==> config.mk <==
export PLATFORM = sky130hd
export DESIGN_NAME = cib_bridge
export DESIGN_NICKNAME = d
export VERILOG_FILES = /design/src/common/cib_pkg.sv /design/src/logic/cib_bridge.sv
export SDC_FILE = /design/constraint.sdc
export NUM_CORES = 1
export LEC_CHECK = 0
export BUFFER_PORTS_ARGS = -buffer_cell sky130_fd_sc_hd__clkbuf_2
export CAP_MARGIN = 20
export CORE_MARGIN = 1.5
export CORE_UTILIZATION = 33
export CTS_BUF_LIST = sky130_fd_sc_hd__clkbuf_8
export CTS_CLUSTER_DIAMETER = 40
export DETAILED_ROUTE_END_ITERATION = 10
export MAX_ROUTING_LAYER = met4
export SYNTH_ARGS = -nofsm -noshare
export SYNTH_HDL_FRONTEND = slang
export SYNTH_SLANG_ARGS = --single-unit
==> constraint.sdc <==
create_clock -name clk_sys -period 3.7 [get_ports clk_sys]
set_input_delay 0.37 -clock clk_sys [delete_from_list [all_inputs] [get_ports clk_sys]]
set_output_delay 0.37 -clock clk_sys [all_outputs]
set_load 0.01 [all_outputs]
==> src/common/cib_pkg.sv <==
// Purpose: shared constants and carrier types for the processor/system bus bridge
// Assumes: one clock domain, synchronous active-high reset
// Notes:   address windows, lane widths and pin carriers live here only
`default_nettype none

package cib_pkg;

    // =========================================================
    // widths
    localparam int ADDR_W = 16;
    localparam int BYTE_W = 8;
    localparam int WORD_W = 16;

    // =========================================================
    // on-board memory windows
    localparam logic [15:0] PROM_BASE = 16'h0000;
    localparam logic [15:0] PROM_LAST = 16'h07FF;
    localparam logic [15:0] RAM_BASE  = 16'h6000;
    localparam logic [15:0] RAM_LAST  = 16'h61FF;
    localparam logic [15:0] CHR_BASE  = 16'h7000;
    localparam logic [15:0] CHR_LAST  = 16'h71FF;

    // chip select fields inside the windows
    localparam int PROM_SEL_LSB = 9;     // four 512-byte proms
    localparam int RAM_SEL_BIT  = 8;     // two 256-byte ram banks

    // character rom drives only the low five lines, the rest pull up
    localparam int          CHR_DRIVEN = 5;
    localparam logic [2:0]  CHR_PULLUP = 3'h7;

    // status word bit that marks a write cycle, captured at sync
    localparam int STS_WRITE_BIT = 1;

    // =========================================================
    // pin carriers: output value plus enable (enable high = driving)
    typedef struct packed {
        logic [BYTE_W-1:0] o;
        logic [BYTE_W-1:0] oe;
    } cib_byte_drv_t;

    typedef struct packed {
        logic [WORD_W-1:0] o;
        logic [WORD_W-1:0] oe;
    } cib_word_drv_t;

    typedef struct packed {
        logic o;
        logic oe;
    } cib_ctl_drv_t;

    // on-board memory enables
    typedef struct packed {
        logic [3:0] prom;
        logic [1:0] ram;
        logic       chr;
        logic       buf_en;
    } cib_mem_sel_t;

endpackage : cib_pkg

`default_nettype wire

==> src/logic/cib_bridge.sv <==
// Purpose: bridge byte processor to 16-bit wired-or system bus, decode on-board memory
// Assumes: processor clock and half-rate clock are both clk_sys (one domain)
// Notes:   every output is a flop, so each pin follows its cause by one cycle; hold-gated pins except the cycle marker trail hold ack by two
`default_nettype none

// What this block does
// - drive processor address onto bus unless held
// - hold acknowledge releases address, read, write drivers
// - hold acknowledge registered before gating drivers
// - write strobe inverted, read strobe direct
// - even byte write latched, driven low lanes
// - odd byte write driven straight to high lanes
// - memory accesses use high lanes only
// - data drivers need no hold, write state
// - receiver enables per register or memory read
// - cycle marker is sync and no hold
// - hold grant is synced hold and select
// - board reset is clear or power clear, registered
// - suspend request is select or hold request, registered
// - bus ready registered into processor ready
// - prom window 0000 to 07FF
// - ram window 6000 to 61FF
// - character rom drives five lines, three read one
// - memory buffers follow write line, on-board only
// - four prom, two ram, one char, one buffer enable
// - bus data and strobes active low, wired-or
module cib_bridge (
    // clock and reset
    input  wire logic                 clk_sys,
    input  wire logic                 rst,
    // processor side
    input  wire logic [15:0]          cpu_addr,
    input  wire logic [7:0]           cpu_data_in,
    output var  cib_pkg::cib_byte_drv_t cpu_data_drv,
    input  wire logic                 cpu_wr_n,
    input  wire logic                 cpu_read_strobe,
    input  wire logic                 cpu_sync,
    input  wire logic                 cpu_hold_ack,
    output logic                      suspend_req,
    output logic                      cpu_ready,
    // board reset
    input  wire logic                 cpu_clear,
    input  wire logic                 power_on_clear_n,
    output logic                      board_reset,
    output logic                      reset_inverse,
    // system bus
    output var  cib_pkg::cib_word_drv_t sys_bus_addr_drv,
    input  wire logic [15:0]          sys_bus_data_n_in,
    output var  cib_pkg::cib_word_drv_t sys_bus_data_n_drv,
    input  wire logic                 sys_bus_wr_n_in,
    output var  cib_pkg::cib_ctl_drv_t  sys_bus_wr_n_drv,
    output var  cib_pkg::cib_ctl_drv_t  sys_bus_rd_n_drv,
    input  wire logic                 sys_bus_rdy,
    input  wire logic                 bus_hold_req_n,
    input  wire logic                 iface_select_in_n,
    output logic                      bus_cycle_marker_n,
    output logic                      bus_hold_grant_n,
    // on-board memory
    output var  cib_pkg::cib_mem_sel_t  mem_sel,
    output logic                      mem_dir_write,
    input  wire logic [7:0]           mem_data_in,
    output var  cib_pkg::cib_byte_drv_t mem_data_drv
);

    // =========================================================
    // decode helper
    function automatic logic in_window(input logic [15:0] a,
                                       input logic [15:0] lo,
                                       input logic [15:0] hi);
        in_window = (a >= lo) && (a <= hi);
    endfunction : in_window

    // =========================================================
    // state
    logic             hold_ack_synced;      // half-rate registered hold ack
    logic             wr_n_prev_q;
    logic             memw_state_q;         // write state caught at sync
    logic [7:0]       low_byte_q;           // byte packing buffer

    // =========================================================
    // address decode
    wire logic        hit_prom = in_window(cpu_addr, cib_pkg::PROM_BASE,
                                           cib_pkg::PROM_LAST);
    wire logic        hit_ram  = in_window(cpu_addr, cib_pkg::RAM_BASE,
                                           cib_pkg::RAM_LAST);
    wire logic        hit_chr  = in_window(cpu_addr, cib_pkg::CHR_BASE,
                                           cib_pkg::CHR_LAST);
    wire logic        on_board = hit_prom | hit_ram | hit_chr;
    wire logic        reg_acc  = ~on_board;
    wire logic        odd_byte = cpu_addr[0];
    wire logic [1:0]  prom_idx = cpu_addr[cib_pkg::PROM_SEL_LSB +: 2];
    wire logic        ram_idx  = cpu_addr[cib_pkg::RAM_SEL_BIT];

    // one enable per chip, each only inside its window
    cib_pkg::cib_mem_sel_t mem_sel_d;
    generate
        for (genvar i = 0; i < 4; i++) begin : g_prom
            assign mem_sel_d.prom[i] = hit_prom && (prom_idx == 2'(i));
        end
        for (genvar j = 0; j < 2; j++) begin : g_ram
            assign mem_sel_d.ram[j] = hit_ram && (ram_idx == 1'(j));
        end
    endgenerate
    assign mem_sel_d.chr    = hit_chr;
    assign mem_sel_d.buf_en = on_board;

    // =========================================================
    // strobes and enables
    wire logic        held        = hold_ack_synced;
    wire logic        wr_lead     = wr_n_prev_q & ~cpu_wr_n;
    wire logic        low_byte_latch_strobe = wr_lead & ~odd_byte & reg_acc;
    wire logic        data_driver_en = ~held & memw_state_q;
    wire logic        rd_now      = cpu_read_strobe & ~held;
    wire logic        high_rx_en  = rd_now;
    wire logic        low_rx_en   = rd_now & reg_acc;
    wire logic        bus_write   = ~sys_bus_wr_n_in;
    wire logic        iface_select = ~iface_select_in_n;
    wire logic        suspend_req_raw = iface_select | ~bus_hold_req_n;
    wire logic        clear_any   = cpu_clear | ~power_on_clear_n;

    // memory read byte; the three undriven char lines read high
    wire logic [7:0]  mem_rd_byte = hit_chr ?
        {cib_pkg::CHR_PULLUP, mem_data_in[cib_pkg::CHR_DRIVEN-1:0]} :
        mem_data_in;
    wire logic        mem_drive_bus = on_board & ~held & ~bus_write;

    // true-level bus word and which lanes this board drives
    wire logic [7:0]  lo_true  = low_byte_q;
    wire logic [7:0]  hi_true  = mem_drive_bus ? mem_rd_byte : cpu_data_in;
    wire logic        lo_drive = data_driver_en & reg_acc;
    wire logic        hi_drive = data_driver_en | mem_drive_bus;

    // open drain: pull low where the true bit is one
    wire logic [15:0] data_oe_d = {hi_true & {8{hi_drive}},
                                   lo_true & {8{lo_drive}}};

    // processor read path, registers unpack by byte address
    wire logic [15:0] bus_true  = ~sys_bus_data_n_in;
    wire logic [7:0]  cpu_rd_d  = (low_rx_en && !odd_byte) ? bus_true[7:0] :
                                                             bus_true[15:8];
    wire logic        cpu_rd_oe = high_rx_en;

    // =========================================================
    // processor side state
    always_ff @(posedge clk_sys) begin
        if (rst) begin
            hold_ack_synced <= 1'b0;
            wr_n_prev_q     <= 1'b1;
            memw_state_q    <= 1'b0;
            low_byte_q      <= 8'h00;
        end else begin
            hold_ack_synced <= cpu_hold_ack;
            wr_n_prev_q     <= cpu_wr_n;
            if (cpu_sync) begin
                memw_state_q <= cpu_data_in[cib_pkg::STS_WRITE_BIT];
            end
            if (low_byte_latch_strobe) begin
                low_byte_q <= cpu_data_in;
            end
        end
    end

    // =========================================================
    // system bus pins
    always_ff @(posedge clk_sys) begin
        if (rst) begin
            sys_bus_addr_drv   <= '0;
            sys_bus_data_n_drv <= '0;
            sys_bus_wr_n_drv   <= '0;
            sys_bus_rd_n_drv   <= '0;
            bus_cycle_marker_n <= 1'b1;
            bus_hold_grant_n   <= 1'b1;
        end else begin
            sys_bus_addr_drv.o    <= cpu_addr;
            sys_bus_addr_drv.oe   <= {16{~held}};
            sys_bus_data_n_drv.o  <= 16'h0000;
            sys_bus_data_n_drv.oe <= data_oe_d;
            sys_bus_wr_n_drv.o    <= 1'b0;
            sys_bus_wr_n_drv.oe   <= ~cpu_wr_n & ~held;
            sys_bus_rd_n_drv.o    <= 1'b0;
            sys_bus_rd_n_drv.oe   <= cpu_read_strobe & ~held;
            bus_cycle_marker_n    <= ~(cpu_sync & ~cpu_hold_ack);
            bus_hold_grant_n      <= ~(hold_ack_synced & iface_select);
        end
    end

    // =========================================================
    // processor handshake, reset and memory pins
    always_ff @(posedge clk_sys) begin
        if (rst) begin
            suspend_req   <= 1'b0;
            cpu_ready     <= 1'b0;
            board_reset   <= 1'b1;
            reset_inverse <= 1'b0;
            cpu_data_drv  <= '0;
            mem_sel       <= '0;
            mem_dir_write <= 1'b0;
            mem_data_drv  <= '0;
        end else begin
            suspend_req     <= suspend_req_raw;
            cpu_ready       <= sys_bus_rdy;
            board_reset     <= clear_any;
            reset_inverse   <= ~clear_any;
            cpu_data_drv.o  <= cpu_rd_d;
            cpu_data_drv.oe <= {8{cpu_rd_oe}};
            mem_sel         <= held ? '0 : mem_sel_d;
            mem_dir_write   <= bus_write;
            mem_data_drv.o  <= bus_true[15:8];
            mem_data_drv.oe <= {8{on_board & ~held & bus_write}};
        end
    end
endmodule : cib_bridge

`default_nettype wire

==> impl_metrics.toml, run 1 <==
[drt]
post_drt_via_cell_ratio = 4.19
ant_nets = 0
via_count = 2152
wl_mm = 6.33
drt-pass1-iter-count = 4
wl_per_cell_um = 12.3
first_iter_violations = 40
drc_errors = 0

[setup_path]
path_class = "in2reg"
ff2ff_path_depth = 5
critPathLaunchType = "input pin"
cp.required_ns = 3.93
rr_endpoint = "sys_bus_data_n_drv[14]"
worstSetupStartpoint = "cpu_addr[12]"
arrival_ns = 2.18
r2r_start = "held"
path_max_fanout = 11
cp-end-kind = "register"
r2r_slack_ns = 1.89

[placed_design]
place.gp.congestion = 0.798
post-place-cells = 498
post-dp-hpwl_mm = 4.82
io_buffers = 156
dpl_cell_area_um2 = 3510

[yosys]
synth.distinct_cells = 31
ys_ff_latch = 78
ys_seq_area_frac = 0.536
postSynthCellCount = 273
avgSynthCellArea_um2 = 10.7
netlist_area_um2 = 2910
ys_warn_count = 0

[sta]
hold_violations = 0
max_slew.worst_pin.slew_ns = 0.975
max_freq_mhz = 512
slew_violations = 0
fin_tns_setup_ns = 0
final-setup-viol-count = 0
max_slew_margin = 0.350
min_period_ns = 1.95
min_period_over_period = 0.528
rsz0062_at_grt = "no"
worst_clock_skew_ns = 0.00564

[hold_path]
hp-class = "in2reg"
whs_path_depth = 2
min_to = "mem_data_drv[12]"
holdCritStartpoint = "sys_bus_data_n_in[12]"

[floorplanning]
die_h_um = 97.0
core_area_um2 = 8640
die_w_um = 97.0
pin_count = 175
rows = 34
die_area_um2 = 9400
initial_core_util = 0.337

[cells_and_area]
stdcell_count = 513
fin_area_um2 = 3730
drive_above_1_share = 0.494
antenna_cells = 0
final_nets = 461
syn2layout_area_growth_pct = 27.9

[grt]
grt_start_max_net_pins = 58
first_global_vias = 2008
grt_pass1_wl_mm = 9.72
antenna_found_initial = 0
grt_overflow_total = 0
track_usage = 0.139

[outcome]
outcome = "complete, no violations"

[power]
switchingPower_w = 0.000408
pwr-share-comb = 0.104
p_per_area_nw_per_um2 = 476
pwr-share-seq = 0.500
pwr-share-clk = 0.396
max-vdd-ir-drop_v = 0.000196
intPower_w = 0.00137
switching_share = 0.230
p_leak_nw = 1.85

[cts]
path_clk_slew_ns = 0.08
clock_sinks = 78
numCtsBuffers = 9
post_cts_resized = 0
cts_setup_buffers = 0
cts.path.max_buffers = 2
root_buffer = "clkbuf_8"
htree_num_levels = 3
cts.hold.buffers_added = 0
clock_latency_ns = 0.35
tritoncts = "yes"

[run]
drv_cap = 0
layer usage:
metal | vias up | track usage | part of all wire
li1 | 1059 | - | -
met1 | 988 | 0.146 | 0.40
met5 | - | - | 0
met2 | 95 | 0.236 | 0.52
met4 | 0 | 0.0803 | 0.018
met3 | 10 | 0.0347 | 0.064
cells in the final DEF (no fill, tap or decap):
cell type | Yosys | layout
clkbuf_8 | 0 | 11
bufinv_16 | 0 | 2
or2_2 | 2 | 2
nor4b_2 | 0 | 1
nor3_1 | 2 | 2
nor2_2 | 7 | 7
or3_4 | 1 | 1
nand2_1 | 5 | 5
conb_1 | 1 | 18
a211oi_2 | 3 | 3
and2_1 | 3 | 3
mux2_2 | 7 | 7
and3_1 | 11 | 11
nor2b_1 | 18 | 18
inv_1 | 2 | 2
clkinv_2 | 0 | 2
clkbuf_2 | 0 | 156
mux2i_1 | 14 | 14
inv_2 | 1 | 1
nor4b_4 | 1 | 1
nand2b_1 | 16 | 16
or2_1 | 1 | 1
buf_4 | 48 | 2
nand4bb_2 | 1 | 1
a21oi_1 | 4 | 4
a31oi_4 | 1 | 1
mux2_1 | 1 | 1
a2111oi_4 | 1 | 1
nor2_1 | 31 | 31
a21oi_4 | 1 | 1
dfxtp_1 | 78 | 78
nor3b_1 | 1 | 1
power by group through the flow:
stage          sequential (W)  combinational, W  clock [W]
2_1_floorplan        0.000921          0.000114          0
3_3_place_gp         0.000906          0.000185          0
3_5_place_dp         0.000908          0.000187          0
4_1_cts              0.000889          0.000188   0.000726
5_1_grt              0.000892          0.000202   0.000752
6_report             0.000888          0.000184   0.000703
stage by stage:
step | util | worst slack (ns) | hold slack (ns) | power (W)
global route | 0.432 | 1.63 | 0.176 | 0.00185
detailed placement | 0.406 | 1.37 | 0.462 | 0.00110
finish | 0.432 | 1.75 | 0.182 | 0.00178
global placement | 0.406 | 1.40 | 0.455 | 0.00109
CTS | 0.432 | 1.74 | 0.165 | 0.00180
floorplan | - | 1.99 | 0.432 | 0.00104
worst max-delay path, stage by stage:
cell	delay, ns
clkbuf_2	0.15
or3_4	0.43
a2111oi_4	0.86
mux2i_1	0.31
nor2_2	0.04
synthesized netlist by cell type:
library cell  count  share of area
mux2_1            1         0.0039
nand2_1           5         0.0064
nand2b_1         16          0.034
nor4b_1           1         0.0030
a211oi_2          3          0.013
or3_4             1         0.0039
a21oi_4           1         0.0056
and3_1           11          0.024
nor4b_4           1         0.0082
or2_2             2         0.0043
nor2b_1          18          0.039
buf_4            48           0.12
inv_1             2         0.0026
clkbuf_1          6         0.0077
buf_6             1         0.0039
nor2_2            7          0.015
inv_2             1         0.0013
mux2_2            7          0.027
nor3b_1           1         0.0026
nand4bb_2         1         0.0056
buf_2             3         0.0052
nor2_1           31          0.040
or2_1             1         0.0021
nor3_1            2         0.0034
conb_1            1         0.0013
a31oi_4           1         0.0073
and2_1            3         0.0064
a21oi_1           4         0.0069
mux2i_1          14          0.048
a2111oi_4         1         0.0094
dfxtp_1          78           0.54
layout make-up:
class	instances	area [um^2]
multi-input combinational	151	1000
clock inverter	4	70.1
clock buffer	11	151
tap	108	135
inverter	3	11.3
timing repair buffer	158	796
fill	874	4910
sequential	78	1560
cell families (layout without fill, tap and decap cells):
group	Yosys count	after routing	synth area share
AO/OA/AOI/OAI	10	10	0.0421
buffers and inverters	61	176	0.144
flip-flops	78	78	0.536
multiplexers	22	22	0.0790
other	1	18	0.00129
AND/OR/NAND/NOR	101	101	0.198
state kept, by name, indices dropped and copies added (netlist names), 8 cells and up:
signal / count
lo_true: 8
mem_data_drv: 9
mem_sel: 8
cpu_data_drv: 9
sys_bus_addr_drv: 17
sys_bus_data_n_drv: 16
worst max path at each step:
stage	endpoint	slack, ns	cells after the start
6_report	sys_bus_data_n_drv[9]	1.75	5
5_1_grt	sys_bus_data_n_drv[10]	1.63	5
4_1_cts	sys_bus_data_n_drv[11]	1.74	5
3_5_place_dp	sys_bus_data_n_drv[11]	1.37	5
3_3_place_gp	sys_bus_data_n_drv[9]	1.40	5
2_1_floorplan	sys_bus_data_n_drv[10]	1.99	5
Power figures use the tool's default switching activity.
==> run 2, diff against run 1 <==
Settings changed: ABC_AREA set to 1.
Clock period 3.7 ns to 1.98 ns, I/O delays scaled along.
==> run 2 against run 1 <==
Against the previous run:
- power up 89%
- first-iteration DRC count grew 15%
- clock-buffer cell count is 2 lower
- core utilization grew 0.61 points
- critical path type is now reg2reg
- largest power group unchanged
==> impl_metrics.toml, run 2 <==
[outcome]
outcome = "complete, no violations"

[sta]
max_slew.worst_pin.slew_ns = 0.673
rsz0062_at_grt = "no"
max_slew_margin = 0.551
worst_clock_skew_ns = 0.00903
max_freq_mhz = 679
layout_setup_ws_ns = 0.508
slew_violations = 0
hold_violations = 0
fin_tns_setup_ns = 0
min_period_over_period = 0.744
final-setup-viol-count = 0
min_period_ns = 1.47

[placed_design]
dpl_cell_area_um2 = 3540
place_ws_ns = 0.466
io_buffers = 156
post-dp-hpwl_mm = 5.37
place.gp.congestion = 0.797

[yosys]
synthFlopType = "dfxtp_1"
avgSynthCellArea_um2 = 8.44
synth.area.top_cells = "dfxtp_1 (53%), buf_4 (13%), nor2_1 (7.1%), inv_1 (6.4%), nand2_1 (5.3%)"
synth_top_family_by_area = "simple AND/OR/NAND/NOR gates"
synth_compound_area_frac = 0.0368
synth.distinct_cells = 27
synth-edff-count = 0
netlist_area_um2 = 2960
synth_top_area_share = 0.528
ys_ff_latch = 78
ys_warn_count = 0
yosys-top-cells-count = "dfxtp_1 (78), nor2_1 (56), buf_4 (50), inv_1 (50), nand2_1 (42)"
synth_fa_ha_area_frac = 0
synth_top_cell_by_area = "dfxtp_1"
synthMuxAreaShare = 0
yosysMostFrequentCell = "dfxtp_1"
synth_xor_area_frac = 0
yosys.area_share.simple = 0.224
ys_seq_area_frac = 0.528
postSynthCellCount = 350
async_reset_ff_frac = 0

[grt]
grt_start_max_net_pins = 21
grt_pass1_wl_mm = 11.2
antenna_found_initial = 0
track_usage = 0.153
grtUsageMet2 = 0.254
grt.met3_usage = 0.0410
first_global_vias = 2403
grtUsageMet1 = 0.180
top_usage_layer = "met2"
grt_overflow_total = 0

[cells_and_area]
post-route-util = 0.438
syn2layout_area_growth_pct = 28.5
antenna_cells = 0
largest_reg_flops = 17
largest-register = "sys_bus_addr_drv"
multi_input_area_um2 = 838
seqCellArea_um2 = 1560
fin_area_um2 = 3800
final_nets = 541
num-fill-cells = 910
mostFrequentLayoutCells = "clkbuf_2 (156), dfxtp_1 (78), nor2_1 (56), inv_1 (51), nand2_1 (42)"
reg.largest.list = "sys_bus_addr_drv: 17 flops, sys_bus_data_n_drv: 16 flops"
layout_commonest_cell = "clkbuf_2"
drive_above_1_share = 0.389

[setup_path]
r2r_start = "held"
arrival_ns = 1.72
path_class = "reg2reg"
critPathLaunchType = "register"
path_max_fanout = 12
worstSetupStartpoint = "held"
cp-end-kind = "register"
ff2ff_path_depth = 3
cp.required_ns = 2.22

[run]
drv_cap = 0

[drt]
drt-pass1-iter-count = 6
via_count = 2510
drc_errors = 0
post_drt_via_cell_ratio = 4.23
wl_per_cell_um = 11.8
ant_nets = 0
first_iter_violations = 46
wl_mm = 7.03

[hold_path]
holdCritStartpoint = "sys_bus_data_n_in[13]"
hp-class = "in2reg"
whs_path_depth = 2

[floorplanning]
die_h_um = 97.6
initial_core_util = 0.341
core_area_um2 = 8680
pin_count = 175
die_area_um2 = 9530
rows = 34
die_w_um = 97.6

[cts]
clock_sinks = 78
tritoncts = "yes"
path_clk_slew_ns = 0.09
clock_latency_ns = 0.35
cts_setup_buffers = 0
htree_num_levels = 3
root_buffer = "clkbuf_8"
cts.path.max_buffers = 2
numCtsBuffers = 9

[power]
p_leak_nw = 2.10
p_total_w = 0.00336
max-vdd-ir-drop_v = 0.000439
p_per_area_nw_per_um2 = 884
run 2: area by class of cell:
cell class,count,share of cell area
clock inverter,7,0.0257
sequential,78,0.411
tap,108,0.0356
clock buffer,9,0.0326
multi-input combinational,176,0.221
inverter,53,0.0524
timing repair buffer,163,0.222
run 2: final timing paths:
path	end	slack [ns]
setup / recovery	sys_bus_data_n_drv[0]	0.51
setup reg to reg	sys_bus_data_n_drv[0]	0.51
hold / removal	mem_data_drv[13]	0.02
hold reg to reg	sys_bus_data_n_drv[1]	0.45
run 2: what timing repair did:
action,in CTS,in global routing
hold buffers,4,0
resized for setup,0,0
hold endpoints to repair,4,0
run 2: critical path: stages (launching register included):
cell     delay, ns
dfxtp_1       0.34
inv_1         0.31
nand2_1       0.36
nor4_1        0.36
run 2: layer usage:
layer  part of all wire  up-vias
li1                   -     1270
met3              0.069        7
met5                  0        -
met2               0.49      119
met1               0.44     1114
met4             0.0078        0
run 2: metrics by stage:
stage / instances / hold WS (ns)
floorplan: 367 / 0.270
global placement: 574 / 0.374
detailed placement: 574 / 0.379
CTS: 594 / 0.000419
global route: 594 / 0.00737
finish: 594 / 0.0220
run 2: power by group:
part           switching [W]  internal (W)
clock network       0.000598      0.000716
registers          0.0000247       0.00164
logic               0.000234      0.000149
total               0.000856       0.00250
run 2: cells by family after synthesis:
family | Yosys count
simple gates | 137
buf+inv | 113
compound gates | 21
other cells | 1
flops | 78
==> run 3, diff against run 2 <==
Settings changed: PLACE_DENSITY set to 0.66.
Clock period 1.98 ns to 1.2 ns, I/O delays scaled along.
==> run 3 against run 2 <==
Against the previous run:
- combinational power increased by 94%
- register-to-register slack got worse by 0.40 ns
- non-clock buffer count rose by 35
- final cell count grew 5.9%
- sequential share of layout area down 3.8 points
- cell area rose by 10%
- sequential power rose by 65%
- hold slack got worse by 0.0038 ns
- via count grew 5.9%
- flip-flop and latch count did not move
- wire length grew 6.3%
- highest routed layer unchanged
==> impl_metrics.toml, run 3 (same netlist as run 2, synthesis figures left out) <==
[grt]
antenna_found_initial = 0
track_usage = 0.158
grt_start_max_net_pins = 20
grt_overflow_total = 0
grt_pass1_wl_mm = 11.7
first_global_vias = 2518

[cts]
htree_num_levels = 3
root_buffer = "clkbuf_8"
cts.path.max_buffers = 2
clock_sinks = 78
numCtsBuffers = 9
clock_latency_ns = 0.34
path_clk_slew_ns = 0.08
tritoncts = "yes"

[floorplanning]
pin_count = 175
die_h_um = 97.6
initial_core_util = 0.341
core_area_um2 = 8680
die_area_um2 = 9530
rows = 34
die_w_um = 97.6

[hold_path]
whs_path_depth = 3
hp-class = "in2reg"

[cells_and_area]
mostFrequentLayoutCells = "clkbuf_2 (155), dfxtp_1 (77), nor2_1 (55), inv_1 (50), nand2_1 (42)"
post-route-util = 0.483
antenna_cells = 0
layout_commonest_cell = "clkbuf_2"
largest_reg_flops = 17
drive_above_1_share = 0.397
final_nets = 577
syn2layout_area_growth_pct = 41.8
largest-register = "sys_bus_addr_drv"
reg.largest.list = "sys_bus_addr_drv: 17 flops, sys_bus_data_n_drv: 16 flops"

[sta]
final-setup-viol-count = 0
min_period_ns = 1.14
worst_clock_skew_ns = 0.00806
max_freq_mhz = 879
min_period_over_period = 0.949
rsz0062_at_grt = "no"
fin_tns_setup_ns = 0
hold_violations = 0
slew_violations = 0

[setup_path]
path_cells = "dlygate4sd3_1, clkbuf_2, a21oi_2, dlygate4sd3_1"
arrival_ns = 1.37
critPathLaunchType = "input pin"
slowest_delay_ns = 0.56
cp.required_ns = 1.43
cpMaxStageDelayCell = "dlygate4sd3_1"
path_max_fanout = 1
cp-end-kind = "register"
ff2ff_path_depth = 6
crit_top_cell = "dlygate4sd3_1"
path_class = "in2reg"

[run]
drv_cap = 0

[drt]
drc_errors = 0
first_iter_violations = 57
wl_mm = 7.47
drt-pass1-iter-count = 4
ant_nets = 0
wl_per_cell_um = 11.9
post_drt_via_cell_ratio = 4.23
via_count = 2658

[power]
max-vdd-ir-drop_v = 0.000654
p_leak_nw = 2.26
p_per_area_nw_per_um2 = 1350

[placed_design]
post-dp-hpwl_mm = 5.46
io_buffers = 156
place.gp.congestion = 0.800

[outcome]
outcome = "complete, no violations"
run 3: changes by cell type in the layout (fill, tap and decap cells not counted), moves of 2 or more:
cell	delta
dlygate4sd3_1	+24
buf_4	+8
buf_12	+2
buf_6	+2
inv_6	-2
nor4_1	-2
nor4_2	+2
run 3: layout make-up:
| class | count | area (um^2) |
|---|---|---|
| clock buffers | 10 | 138 |
| clock inverters | 5 | 83.8 |
| inverters | 53 | 199 |
| flip-flops and latches | 78 | 1560 |
| multi-input cells | 177 | 872 |
| well taps | 108 | 135 |
| fillers | 870 | 4490 |
| repair buffers | 198 | 1200 |
run 3: power breakdown:
part           switching [W]  internal (W)  total [W]  leakage [nW]
clock               0.000958       0.00122    0.00218         0.105
sequential         0.0000410       0.00270    0.00274         0.643
combinational       0.000410      0.000330   0.000740          1.51
run 3: worst max-delay path, delay by kind of cell:
kind	cells	cell delay, ns
AO/OA/AOI/OAI	1	0.04
buffers and inverters	3	1.21
run 3: path summary, 6_finish.rpt:
kind         slack (ns)      startpoint                      to
max                0.06  bus_hold_req_n             suspend_req
min                0.02    cpu_hold_ack      bus_cycle_marker_n
min reg2reg        0.45      lo_true[4]   sys_bus_data_n_drv[4]
max reg2reg        0.11            held  sys_bus_data_n_drv[14]
run 3: routing by layer:
metal | track usage | share of wire | vias to the layer above
met5 | - | 0 | -
met4 | 0.0560 | 0.016 | 0
met3 | 0.0396 | 0.071 | 15
met2 | 0.268 | 0.50 | 120
met1 | 0.182 | 0.42 | 1183
li1 | - | - | 1340
run 3: metrics by stage:
stage               setup slack (ns)  area [um^2]  hold WS [ns]  total power (W)  std cells
floorplan                      0.140         3020         0.192          0.00323        367
global placement             -0.0394         3640         0.296          0.00345        585
detailed placement           -0.0644         3640         0.297          0.00346        585
CTS                           0.0191         4160       0.00251          0.00574        629
global route                 0.00231         4190        0.0165          0.00595        629
finish                        0.0618         4190        0.0182          0.00566        629
run 3: repair_timing:
| item | 4_1_cts | 5_1_grt |
|---|---|---|
| setup endpoints to repair | 24 | 22 |
| resized for setup | 1 | 8 |
| cloned | 0 | 1 |
| buffers inserted | 1 | 0 |
| hold endpoints to repair | 30 | 0 |
| hold buffers | 28 | 0 |
| pin swaps | 1 | 2 |
